[src/include/fcd_pkg.sv]
// package for the flash command host controller
// assumes a 25 MHz system clock and a parallel flash with command interface
`default_nettype none
package fcd_pkg;
  // clock and bus timing
  localparam int CLK_MHZ = 25;
  localparam int ABORT_US = 10;
  localparam int ABORT_CYC = ABORT_US * CLK_MHZ;
  localparam int STROBE_CYC = 3;
  // wishbone register offsets (byte addresses)
  localparam logic [3:0] REG_CTRL = 4'h0;
  localparam logic [3:0] REG_ADDR = 4'h4;
  localparam logic [3:0] REG_DATA = 4'h8;
  localparam logic [3:0] REG_STAT = 4'hC;
  // control field positions
  localparam int CTRL_GO = 0;
  localparam int CTRL_BYTE = 1;
  localparam int CTRL_CMD_LSB = 4;
  localparam int CTRL_CMD_W = 4;
  // status field positions
  localparam int STAT_BUSY = 0;
  localparam int STAT_BYPASS = 1;
  localparam int STAT_SUSP = 2;
  localparam int STAT_IDENT = 3;
  // command data values
  localparam logic [7:0] D_UNLOCK1 = 8'hAA;
  localparam logic [7:0] D_UNLOCK2 = 8'h55;
  localparam logic [7:0] D_RESET = 8'hF0;
  localparam logic [7:0] D_IDENT = 8'h90;
  localparam logic [7:0] D_PROG = 8'hA0;
  localparam logic [7:0] D_BYPASS = 8'h20;
  localparam logic [7:0] D_ERASE = 8'h80;
  localparam logic [7:0] D_CHIP = 8'h10;
  localparam logic [7:0] D_BLOCK = 8'h30;
  localparam logic [7:0] D_SUSP = 8'hB0;
  localparam logic [7:0] D_RESUME = 8'h30;
  localparam logic [7:0] D_EXIT2 = 8'h00;
  // unlock addresses
  localparam logic [11:0] W_ADDR1 = 12'h555;
  localparam logic [11:0] W_ADDR2 = 12'h2AA;
  localparam logic [11:0] B_ADDR1 = 12'hAAA;
  localparam logic [11:0] B_ADDR2 = 12'h555;
  // identification reads
  localparam logic [1:0] ID_MAKER = 2'h0;
  localparam logic [1:0] ID_PART = 2'h1;
  localparam logic [1:0] ID_PROT = 2'h2;
  // host-level operations
  typedef enum logic [3:0] {
    FCD_OP_RESET1, FCD_OP_RESET3, FCD_OP_IDENT, FCD_OP_PROG,
    FCD_OP_BYPASS, FCD_OP_BPROG, FCD_OP_BEXIT, FCD_OP_CHIP,
    FCD_OP_BLOCK, FCD_OP_SUSP, FCD_OP_RESUME, FCD_OP_READ,
    FCD_OP_BLKADD
  } fcd_op_e;
endpackage : fcd_pkg
`default_nettype wire

[src/logic/fcd_host.sv]
// host controller that issues flash command sequences over the pin bus
// assumes a wishbone classic master and a flash wired to the pin ports
`default_nettype none
module fcd_host (
  // clock and reset
  input wire logic clk_i,
  input wire logic rst_i,
  // wishbone slave
  input wire logic wb_cyc_i,
  input wire logic wb_stb_i,
  input wire logic wb_we_i,
  input wire logic [3:0] wb_adr_i,
  input wire logic [3:0] wb_sel_i,
  input wire logic [31:0] wb_dat_i,
  output logic [31:0] wb_dat_o,
  output logic wb_ack_o,
  // flash pins
  output logic [19:0] fl_addr_o,
  output logic fl_ce_n_o,
  output logic fl_we_n_o,
  output logic fl_oe_n_o,
  input wire logic [14:0] fl_dq_i,
  output logic [14:0] fl_dq_o,
  output logic fl_dq_oe_o,
  input wire logic top_data_or_low_address_pin_i,
  output logic top_data_or_low_address_pin_o,
  output logic top_data_or_low_address_pin_oe_o,
  output logic fl_byte_n_o
);
  // ------------------------------------------------------------------
  // state
  // ------------------------------------------------------------------
  typedef enum logic [2:0] {
    FCD_IDLE, FCD_SETUP, FCD_STROBE, FCD_HOLD, FCD_WAIT
  } fcd_st_e;
  fcd_st_e st_ff, nxt_st;
  logic [31:0] ctrl_ff, nxt_ctrl;
  logic [20:0] adr_ff, nxt_adr;
  logic [15:0] dat_ff, nxt_dat;
  logic [15:0] rd_ff, nxt_rd;
  logic [2:0] step_ff, nxt_step;
  logic [2:0] len_ff, nxt_len;
  logic [8:0] cnt_ff, nxt_cnt;
  logic bypass_ff, nxt_bypass;
  logic susp_ff, nxt_susp;
  logic ident_ff, nxt_ident;
  logic ack_ff, nxt_ack;
  logic [31:0] rdat_ff, nxt_rdat;
  logic busy;
  logic bus_req;
  logic cur_wr;
  logic [20:0] cur_a;
  logic [15:0] cur_d;
  fcd_pkg::fcd_op_e op;
  // sequence length for each operation
  function automatic logic [2:0] op_len(input fcd_pkg::fcd_op_e o);
    unique case (o)
      fcd_pkg::FCD_OP_RESET1, fcd_pkg::FCD_OP_SUSP, fcd_pkg::FCD_OP_RESUME,
      fcd_pkg::FCD_OP_READ, fcd_pkg::FCD_OP_BLKADD: op_len = 3'h1;
      fcd_pkg::FCD_OP_BPROG, fcd_pkg::FCD_OP_BEXIT: op_len = 3'h2;
      fcd_pkg::FCD_OP_RESET3, fcd_pkg::FCD_OP_IDENT,
      fcd_pkg::FCD_OP_BYPASS: op_len = 3'h3;
      fcd_pkg::FCD_OP_PROG: op_len = 3'h4;
      default: op_len = 3'h6;
    endcase
  endfunction : op_len
  // unlock addresses depend on width; both are in word/byte bus units
  function automatic logic [11:0] ul_addr(input logic bm, input logic sec);
    if (bm) begin
      ul_addr = sec ? fcd_pkg::B_ADDR2 : fcd_pkg::B_ADDR1;
    end else begin
      ul_addr = sec ? fcd_pkg::W_ADDR2 : fcd_pkg::W_ADDR1;
    end
  endfunction : ul_addr
  assign op = fcd_pkg::fcd_op_e'(ctrl_ff[fcd_pkg::CTRL_CMD_LSB +: 4]);
  assign busy = (st_ff != FCD_IDLE);
  assign bus_req = wb_cyc_i & wb_stb_i & ~ack_ff;
  // ------------------------------------------------------------------
  // current write or read of the sequence (address, data)
  // ------------------------------------------------------------------
  // the address register holds the target in bus units (word or byte); bit 0 is the
  // low address pin in byte mode only
  always_comb begin
    logic bm;
    logic [11:0] u1;
    logic [11:0] u2;
    bm = ctrl_ff[fcd_pkg::CTRL_BYTE];
    u1 = ul_addr(bm, 1'b0);
    u2 = ul_addr(bm, 1'b1);
    cur_wr = 1'b1;
    cur_a = {9'h000, u1};
    cur_d = {8'h00, fcd_pkg::D_RESET};
    // unlock pair shared by the long sequences
    if (step_ff == 3'h0 || step_ff == 3'h3) begin
      cur_a = {9'h000, u1};
      cur_d = {8'h00, fcd_pkg::D_UNLOCK1};
    end else if (step_ff == 3'h1 || step_ff == 3'h4) begin
      cur_a = {9'h000, u2};
      cur_d = {8'h00, fcd_pkg::D_UNLOCK2};
    end
    unique case (op)
      fcd_pkg::FCD_OP_RESET1: cur_d = {8'h00, fcd_pkg::D_RESET};
      fcd_pkg::FCD_OP_RESET3: begin
        if (step_ff == 3'h2) cur_d = {8'h00, fcd_pkg::D_RESET};
      end
      fcd_pkg::FCD_OP_IDENT: begin
        if (step_ff == 3'h2) cur_d = {8'h00, fcd_pkg::D_IDENT};
      end
      fcd_pkg::FCD_OP_BYPASS: begin
        if (step_ff == 3'h2) cur_d = {8'h00, fcd_pkg::D_BYPASS};
      end
      fcd_pkg::FCD_OP_PROG: begin
        if (step_ff == 3'h2) cur_d = {8'h00, fcd_pkg::D_PROG};
        if (step_ff == 3'h3) begin
          cur_a = adr_ff;
          cur_d = dat_ff;
        end
      end
      fcd_pkg::FCD_OP_BPROG: begin
        cur_d = {8'h00, fcd_pkg::D_PROG};
        if (step_ff == 3'h1) begin
          cur_a = adr_ff;
          cur_d = dat_ff;
        end
      end
      fcd_pkg::FCD_OP_BEXIT: begin
        cur_d = (step_ff == 3'h0) ? {8'h00, fcd_pkg::D_IDENT} :
                {8'h00, fcd_pkg::D_EXIT2};
      end
      fcd_pkg::FCD_OP_CHIP, fcd_pkg::FCD_OP_BLOCK: begin
        if (step_ff == 3'h2) cur_d = {8'h00, fcd_pkg::D_ERASE};
        if (step_ff == 3'h5) begin
          if (op == fcd_pkg::FCD_OP_CHIP) begin
            cur_d = {8'h00, fcd_pkg::D_CHIP};
          end else begin
            cur_a = adr_ff;
            cur_d = {8'h00, fcd_pkg::D_BLOCK};
          end
        end
      end
      fcd_pkg::FCD_OP_BLKADD: begin
        cur_a = adr_ff;
        cur_d = {8'h00, fcd_pkg::D_BLOCK};
      end
      fcd_pkg::FCD_OP_SUSP: cur_d = {8'h00, fcd_pkg::D_SUSP};
      fcd_pkg::FCD_OP_RESUME: cur_d = {8'h00, fcd_pkg::D_RESUME};
      fcd_pkg::FCD_OP_READ: begin
        cur_wr = 1'b0;
        cur_a = adr_ff;
      end
      default: cur_wr = 1'b1;
    endcase
  end
  // ------------------------------------------------------------------
  // sequencer and register file next state
  // ------------------------------------------------------------------
  always_comb begin
    nxt_st = st_ff;
    nxt_ctrl = ctrl_ff;
    nxt_adr = adr_ff;
    nxt_dat = dat_ff;
    nxt_rd = rd_ff;
    nxt_step = step_ff;
    nxt_len = len_ff;
    nxt_cnt = cnt_ff;
    nxt_bypass = bypass_ff;
    nxt_susp = susp_ff;
    nxt_ident = ident_ff;
    nxt_ack = 1'b0;
    nxt_rdat = rdat_ff;
    // wishbone: single-cycle answer; writes ignored while a sequence runs
    if (bus_req) begin
      nxt_ack = 1'b1;
      if (wb_we_i && !busy && wb_sel_i[0]) begin
        unique case (wb_adr_i)
          fcd_pkg::REG_CTRL: nxt_ctrl = wb_dat_i;
          fcd_pkg::REG_ADDR: nxt_adr = wb_dat_i[20:0];
          fcd_pkg::REG_DATA: nxt_dat = wb_dat_i[15:0];
          default: nxt_ack = 1'b1;
        endcase
      end
      unique case (wb_adr_i)
        fcd_pkg::REG_CTRL: nxt_rdat = {ctrl_ff[31:1], 1'b0};
        fcd_pkg::REG_ADDR: nxt_rdat = {11'h000, adr_ff};
        fcd_pkg::REG_DATA: nxt_rdat = {rd_ff, dat_ff};
        fcd_pkg::REG_STAT: nxt_rdat = {28'h0000000, ident_ff, susp_ff,
                                       bypass_ff, busy};
        default: nxt_rdat = 32'h00000000;
      endcase
    end
    unique case (st_ff)
      FCD_IDLE: begin
        if (ctrl_ff[fcd_pkg::CTRL_GO]) begin
          nxt_ctrl[fcd_pkg::CTRL_GO] = 1'b0;
          nxt_step = 3'h0;
          nxt_len = op_len(op);
          nxt_cnt = 9'(fcd_pkg::STROBE_CYC);
          nxt_st = FCD_SETUP;
        end
      end
      // address settles with chip enable low and write enable high; device latches it on the
      // later falling edge of write enable, which comes only after setup
      FCD_SETUP: begin
        nxt_cnt = cnt_ff - 9'h001;
        if (cnt_ff == 9'h001) begin
          nxt_cnt = 9'(fcd_pkg::STROBE_CYC);
          nxt_st = FCD_STROBE;
        end
      end
      FCD_STROBE: begin
        nxt_cnt = cnt_ff - 9'h001;
        if (cnt_ff == 9'h001) begin
          if (!cur_wr) nxt_rd = {top_data_or_low_address_pin_i, fl_dq_i};
          nxt_cnt = 9'(fcd_pkg::STROBE_CYC);
          nxt_st = FCD_HOLD; // data stays driven past the rising edge
        end
      end
      FCD_HOLD: begin
        nxt_cnt = cnt_ff - 9'h001;
        if (cnt_ff == 9'h001) begin
          nxt_step = step_ff + 3'h1;
          nxt_cnt = (step_ff + 3'h1 == len_ff) ? 9'h000 :
                    9'(fcd_pkg::STROBE_CYC);
          nxt_st = (step_ff + 3'h1 == len_ff) ? FCD_WAIT : FCD_SETUP;
        end
      end
      FCD_WAIT: begin
        // reset in erase/error needs an abort gap before the next read
        if (op == fcd_pkg::FCD_OP_RESET1 || op == fcd_pkg::FCD_OP_RESET3)
        begin
          if (cnt_ff < 9'(fcd_pkg::ABORT_CYC)) begin
            nxt_cnt = cnt_ff + 9'h001;
          end else begin
            nxt_ident = 1'b0;
            nxt_st = FCD_IDLE;
          end
        end else begin
          nxt_st = FCD_IDLE;
          unique case (op)
            fcd_pkg::FCD_OP_IDENT: nxt_ident = 1'b1;
            fcd_pkg::FCD_OP_BYPASS: nxt_bypass = 1'b1;
            fcd_pkg::FCD_OP_BEXIT: nxt_bypass = 1'b0;
            fcd_pkg::FCD_OP_SUSP: nxt_susp = 1'b1;
            fcd_pkg::FCD_OP_RESUME: nxt_susp = 1'b0;
            fcd_pkg::FCD_OP_READ: nxt_ident = ident_ff;
            default: nxt_ident = 1'b0; // any other command leaves ident
          endcase
        end
      end
      default: nxt_st = FCD_IDLE;
    endcase
  end
  // ------------------------------------------------------------------
  // registers
  // ------------------------------------------------------------------
  always_ff @(posedge clk_i) begin
    if (rst_i) begin
      st_ff <= FCD_IDLE;
      ctrl_ff <= 32'h00000000;
      adr_ff <= 21'h000000;
      dat_ff <= 16'h0000;
      rd_ff <= 16'h0000;
      step_ff <= 3'h0;
      len_ff <= 3'h1;
      cnt_ff <= 9'h000;
      bypass_ff <= 1'b0;
      susp_ff <= 1'b0;
      ident_ff <= 1'b0;
      ack_ff <= 1'b0;
      rdat_ff <= 32'h00000000;
    end else begin
      st_ff <= nxt_st;
      ctrl_ff <= nxt_ctrl;
      adr_ff <= nxt_adr;
      dat_ff <= nxt_dat;
      rd_ff <= nxt_rd;
      step_ff <= nxt_step;
      len_ff <= nxt_len;
      cnt_ff <= nxt_cnt;
      bypass_ff <= nxt_bypass;
      susp_ff <= nxt_susp;
      ident_ff <= nxt_ident;
      ack_ff <= nxt_ack;
      rdat_ff <= nxt_rdat;
    end
  end
  // ------------------------------------------------------------------
  // pin drive
  // ------------------------------------------------------------------
  // byte mode: top pin carries the low address bit; word mode: data 15
  logic bm_pin;
  logic in_seq;
  assign bm_pin = ctrl_ff[fcd_pkg::CTRL_BYTE];
  assign in_seq = (st_ff == FCD_SETUP) || (st_ff == FCD_STROBE) ||
                  (st_ff == FCD_HOLD);
  assign fl_byte_n_o = ~bm_pin;
  assign fl_addr_o = bm_pin ? cur_a[20:1] : cur_a[19:0];
  assign fl_ce_n_o = ~in_seq;
  assign fl_we_n_o = ~(cur_wr && st_ff == FCD_STROBE);
  assign fl_oe_n_o = ~(!cur_wr && st_ff == FCD_STROBE);
  assign fl_dq_o = cur_d[14:0];
  assign fl_dq_oe_o = in_seq && cur_wr;
  assign top_data_or_low_address_pin_o = bm_pin ? cur_a[0] : cur_d[15];
  assign top_data_or_low_address_pin_oe_o = bm_pin ? in_seq :
                                           (in_seq && cur_wr);
  assign wb_ack_o = ack_ff;
  assign wb_dat_o = rdat_ff;
endmodule : fcd_host
`default_nettype wire

[config.mk]
export PLATFORM = sky130hd
export DESIGN_NAME = fcd_host
export DESIGN_NICKNAME = d
export VERILOG_FILES = /design/src/include/fcd_pkg.sv /design/src/logic/fcd_host.sv
export SDC_FILE = /design/constraint.sdc
export NUM_CORES = 1
export LEC_CHECK = 0
export BUFFER_PORTS_ARGS = -buffer_cell sky130_fd_sc_hd__buf_2
export CAP_MARGIN = 20
export CORE_MARGIN = 4
export CORE_UTILIZATION = 45
export DETAILED_ROUTE_END_ITERATION = 7
export GPL_TIMING_DRIVEN = 0
export MAX_ROUTING_LAYER = met4
export PLACE_DENSITY = 0.67
export SLEW_MARGIN = 20
export SYNTH_ARGS = -nofsm -noshare
export SYNTH_HDL_FRONTEND = slang
export SYNTH_SLANG_ARGS = --single-unit
[constraint.sdc]
create_clock -name clk_i -period 4.2 [get_ports clk_i]
set_input_delay 0.84 -clock clk_i [delete_from_list [all_inputs] [get_ports clk_i]]
set_output_delay 0.84 -clock clk_i [all_outputs]
set_load 0.005 [all_outputs]
* Word level (Yosys, flattened, before mapping)
Memory sizes are Yosys's and may differ from the RTL's. A register that Yosys moved wholly into a read port is not among the register bits.
Index checks and enable logic that the tools add are counted.
** Word-level totals
- Register bits :: 136
- Memory bits (read-only) :: 48
- Input port bits :: 61
- Output and inout bits :: 75
- Word-level logic and storage cells :: 153
- Memories kept :: 1
** Cells by class
- Add/sub/neg operators :: 3
- Magnitude comparators :: 1
- Equality and inequality tests :: 35
- Muxes and demuxes :: 56
- Bitwise operators :: 8
- Reductions and logical operators :: 36
** Memories
- (name not given) :: depth 16, bits a word 3, read ports 1, clocked after memory_dff 1, wr ports 0, line fcd_host.sv:57 : unique case (o)
** Operators with widths (number)
- $pmux W16 S10 :: 1
- $mux W16 :: 8
- $pmux W32 S4 :: 1
- $mux W21 :: 4
- $pmux W21 S4 :: 1
- $mux W9 :: 5
- $mux W12 :: 3
- $pmux W9 S4 :: 1
- $eq A4 B4 Y1 const B :: 7
- $mux W3 :: 9
- $mux W8 :: 3
- $reduce_and A3 Y1 :: 8
- $eq A4 B3 Y1 const B :: 5
- $mux W20 :: 1
- $pmux W3 S5 :: 1
- $ne A2 B2 Y1 const B :: 7
- $eq A3 B2 Y1 const B :: 4
- $mux W1 :: 11
- $mux W11 :: 1
- $add A9 B1 Y9 const B :: 1
- $eq A3 B3 Y1 const B :: 3
- $eq A9 B1 Y1 const B :: 1
- $lt A9 B8 Y1 const B :: 1
- $sub A9 B1 Y9 const B :: 1
- other kinds (26) :: 51

* Logic depth before layout (Yosys ltp)
- Word-level depth :: 8
- Mapped depth :: 10
- Depth with buffers taken out :: 10

* Worst setup path after synthesis
Ideal clock, no wire load.
- Path type :: flip-flop to output port
- Start point :: register step_ff[0]
- End point :: output fl_addr_o[1]
- Data arrival time :: 2.165 ns
- Data required time :: 3.360 ns
- Slack :: 1.195 ns
- Stages on the path, launching flop included :: 10
- Path buffers :: 0
- Cells stage by stage :: dfxtp_1 ha_1 nor2b_1 a21oi_1 ha_1 nand3_1 o21a_4 a222oi_1 o21ai_1 mux2_2
** Between the ends
- Word-level cells in the longest chain between the ends :: 8
- Elaborated cells on any way between the ends :: 15
- Those cells by class :: eq/ne (4); mux (8); reduce/logical (3)
** RTL lines
- start: declaration :: line fcd_host.sv:41 : logic [2:0] step_ff, nxt_step;
- start signal: assignment :: line fcd_host.sv:277 : step_ff <= nxt_step;
- $eq A3 B1 Y1 / $eq A3 B3 Y1 (equally long branches) :: line fcd_host.sv:97, fcd_host.sv:121
- $logic_or A1 B1 Y1 :: line fcd_host.sv:97 : end else if (step_ff == 3'h1 || step_ff == 3'h4) begin
- $mux W12 :: line fcd_host.sv:97
- $mux W12 :: line fcd_host.sv:94 : if (step_ff == 3'h0 || step_ff == 3'h3) begin
- $mux W21 :: line fcd_host.sv:133 : if (op == fcd_pkg::FCD_OP_CHIP) begin
- $mux W21 :: line fcd_host.sv:132 : if (step_ff == 3'h5) begin
- $pmux W21 S4 (*) :: line fcd_host.sv:101 : unique case (op)
- $mux W20 (*) :: line fcd_host.sv:297 : assign fl_addr_o = bm_pin ? cur_a[20:1] : cur_a[19:0];
- end: declaration :: line fcd_host.sv:18 : output logic [19:0] fl_addr_o,
Mark *: on every way between the ends. The rest lies on a longest branch, timed or not.

* Worst setup path in the final report
Same ends and word-level chain as after synthesis.

==> impl_metrics.env <==
export IMPL_status="complete, no violations"
export IMPL_whs_path_depth=2
export IMPL_synth_edf_count=0
export IMPL_antenna_found_initial=1
export IMPL_netlist_area_sq_um=7453
export IMPL_setup_violations=0
export IMPL_finalHoldViolCount=0
export IMPL_grt_use_total_pct=26.75
export IMPL_min_path_type="reg2reg"
export IMPL_synth_distinct_cells=75
export IMPL_syn_nets=1041
export IMPL_final_cells=1344
export IMPL_syn_avg_cell_area_sq_um=7.716
export IMPL_post_cts_resized=0
export IMPL_dieArea_sq_um=18690
export IMPL_r2r_slack_ns=1.97
export IMPL_drv_cap=0
export IMPL_drc=0
export IMPL_cts_setup_buffers=0
export IMPL_p_leak_nw=3.453
export IMPL_worstSetupPathType="reg2out"
export IMPL_dpl_worst_slack_ns=0.7104
export IMPL_placed_area_sq_um=8369
export IMPL_clkTransAtPathRegs_ns=0.06
export IMPL_grt_pass1_vias=7341
export IMPL_ys_flop_type="dfxtp_1"
export IMPL_startpoint_type="flop"
export IMPL_gp_congestion=0.9765
export IMPL_max_freq_mhz=256.8
export IMPL_wl_per_cell_microns=18.07
export IMPL_drive_above_1_share_pct=19.70
export IMPL_crit_fanout=7
export IMPL_p_total_mw=3.002
export IMPL_initial_core_util_pct=46.42
export IMPL_port_buffers=129
export IMPL_ys_ff_latch=139
export IMPL_period_minus_slack_ns=3.894
export IMPL_async_flop_share_pct=0
export IMPL_worstPathArrival_ns=3.05
export IMPL_rsz0062_at_grt="no"
export IMPL_setup_ws_ns=0.3056
export IMPL_crit_path_end="fl_addr_o[1]"
export IMPL_postSynthCellCount=966
export IMPL_grt_max_degree=17
export IMPL_crit_start="step_ff[0]"
export IMPL_vias_per_cell=5.644
export IMPL_layout_commonest_cell="nand2_1"
export IMPL_wirelength_microns=24290
export IMPL_vias=7585
export IMPL_row_count=46
export IMPL_worst_setup_path_end_kind="output pin"
export IMPL_cts_tree="done"
export IMPL_stdcell_area_sq_um=8974
export IMPL_place_inst=1311
export IMPL_firstDrtPassIters=6
export IMPL_drtAntennaViolNets=0
export IMPL_htreeDepth=4
export IMPL_die_y_microns=136.7
export IMPL_fin_crit_sh_pct=92.72
export IMPL_slew_violations=0
export IMPL_syn2layout_area_growth_pct=20.40
export IMPL_cts_buffers=17
export IMPL_layout_common_cells="nand2_1, buf_2, dfxtp_1, nor2_1, a21oi_1"
export IMPL_r2r_cells=7
export IMPL_clkLatencyLatePin_ns=0.43
export IMPL_ys_warn_count=0
export IMPL_hold_buffers=0
export IMPL_grt_remaining_overflow=0
export IMPL_slew_headroom_pct=50.76
export IMPL_finClkSkew_ns=0.01020
export IMPL_ios=136
export IMPL_coreArea_sq_um=16060
export IMPL_hpwl_microns=17920
export IMPL_drt_first_iter_violations=733
export IMPL_grt_pass1_wl_microns=38050
export IMPL_reg2reg_to="rd_ff[5]"
export IMPL_clkSinkCount=139
export IMPL_cts_buffer_depth=2
export IMPL_cp_required_ns=3.36
export IMPL_cts_root_buf="clkbuf_16"
export IMPL_powerDensity_nw_per_um2=334.6
export IMPL_setup_tns_ns=0
export IMPL_chipWidth_microns=136.7
export IMPL_rr_startpoint="ctrl_ff[5]"
export IMPL_worst_pin_slew_ns=0.7359
export IMPL_vdd_ir_drop_max_v=0.0003827
export IMPL_synth_sequential_area_ratio_pct=37.33
export IMPL_layout_nets=1189
layout make-up:
class,instances,area (sq um)
inverters,17,63.81
clock buffers,18,439.2
plain buffers,75,336.6
diodes,1,2.502
repair buffers,129,645.6
flip-flops and latches,139,2783
multi-input cells,735,4273
fillers,1553,7084
clock inverters,14,160.2
well taps,216,270.3
critical path, stage by stage, from the launching register on:
cell and delay (ns):
dfxtp_1 0.43, ha_1 0.34, nor2b_2 0.29, a21oi_1 0.07
ha_1 0.31, nand3_1 0.13, o21a_4 0.17, a222oi_1 0.32
o21ai_1 0.16, mux2_2 0.28, buf_2 0.12
state kept, by name, summed over array words and instances, names as in the netlist:
signal	flops
adr_ff	21
bypass_ff	1
cnt_ff	9
ctrl_ff	32
dat_ff	16
ident_ff	1
len_ff	3
rd_ff	16
st_ff	3
step_ff	3
susp_ff	1
wb_ack_o	1
wb_dat_o	32
power by group:
| part | switching [mW] | internal [mW] |
|---|---|---|
| Combinational | 0.0950 | 0.0495 |
| Sequential | 0.00495 | 1.33 |
| Clock | 0.623 | 0.903 |
| Total | 0.723 | 2.28 |
routing by layer:
| layer | track usage [%] | wire (microns) |
|---|---|---|
| met1 | 34.75 | 10760 |
| met2 | 42.42 | 11190 |
| met3 | 5.000 | 1752 |
| met4 | 8.287 | 585 |
| met5 | - | 0 |
logic make-up after synthesis:
logic type	share of synthesized area (%)
adder cells (fa/ha/maj)	2.350
buffers and inverters	5.372
flip-flops	37.33
AO/OA/AOI/OAI	22.13
AND/OR/NAND/NOR	24.12
multiplexers	7.285
XOR/XNOR	1.410
how the worst min path moves through the flow:
stage,to,slack (ns),from
after detailed placement,ctrl_ff[20],0.44,ctrl_ff[20]
after CTS,ctrl_ff[15],0.45,ctrl_ff[15]
after floorplan,ctrl_ff[2],0.43,ctrl_ff[2]
after global routing,ctrl_ff[30],0.47,ctrl_ff[30]
final,ctrl_ff[10],0.45,ctrl_ff[10]
after global placement,ctrl_ff[12],0.44,ctrl_ff[12]
Yosys cell counts, drive strengths merged, types with 14 or more instances:
cell,instances,share of area [%]
nand2,202,10
dfxtp,139,37
nor2,107,5.7
a21oi,103,7.1
o21ai,45,3.0
clkbuf,44,2.2
mux2i,43,5.8
buf,31,2.3
nor3,28,2.0
a22oi,24,2.4
inv,15,0.76
a221oi,14,1.6
ha,14,2.4
nand3,14,0.94
metrics by stage:
step           hold WS (ns)  util [%]
5_1_grt              0.4739     55.88
3_3_place_gp         0.4383     52.12
3_5_place_dp         0.4425     52.12
4_1_cts              0.4513     55.85
6_report             0.4500     55.88
2_1_floorplan        0.4289         -
Power figures use the tool's default switching activity.
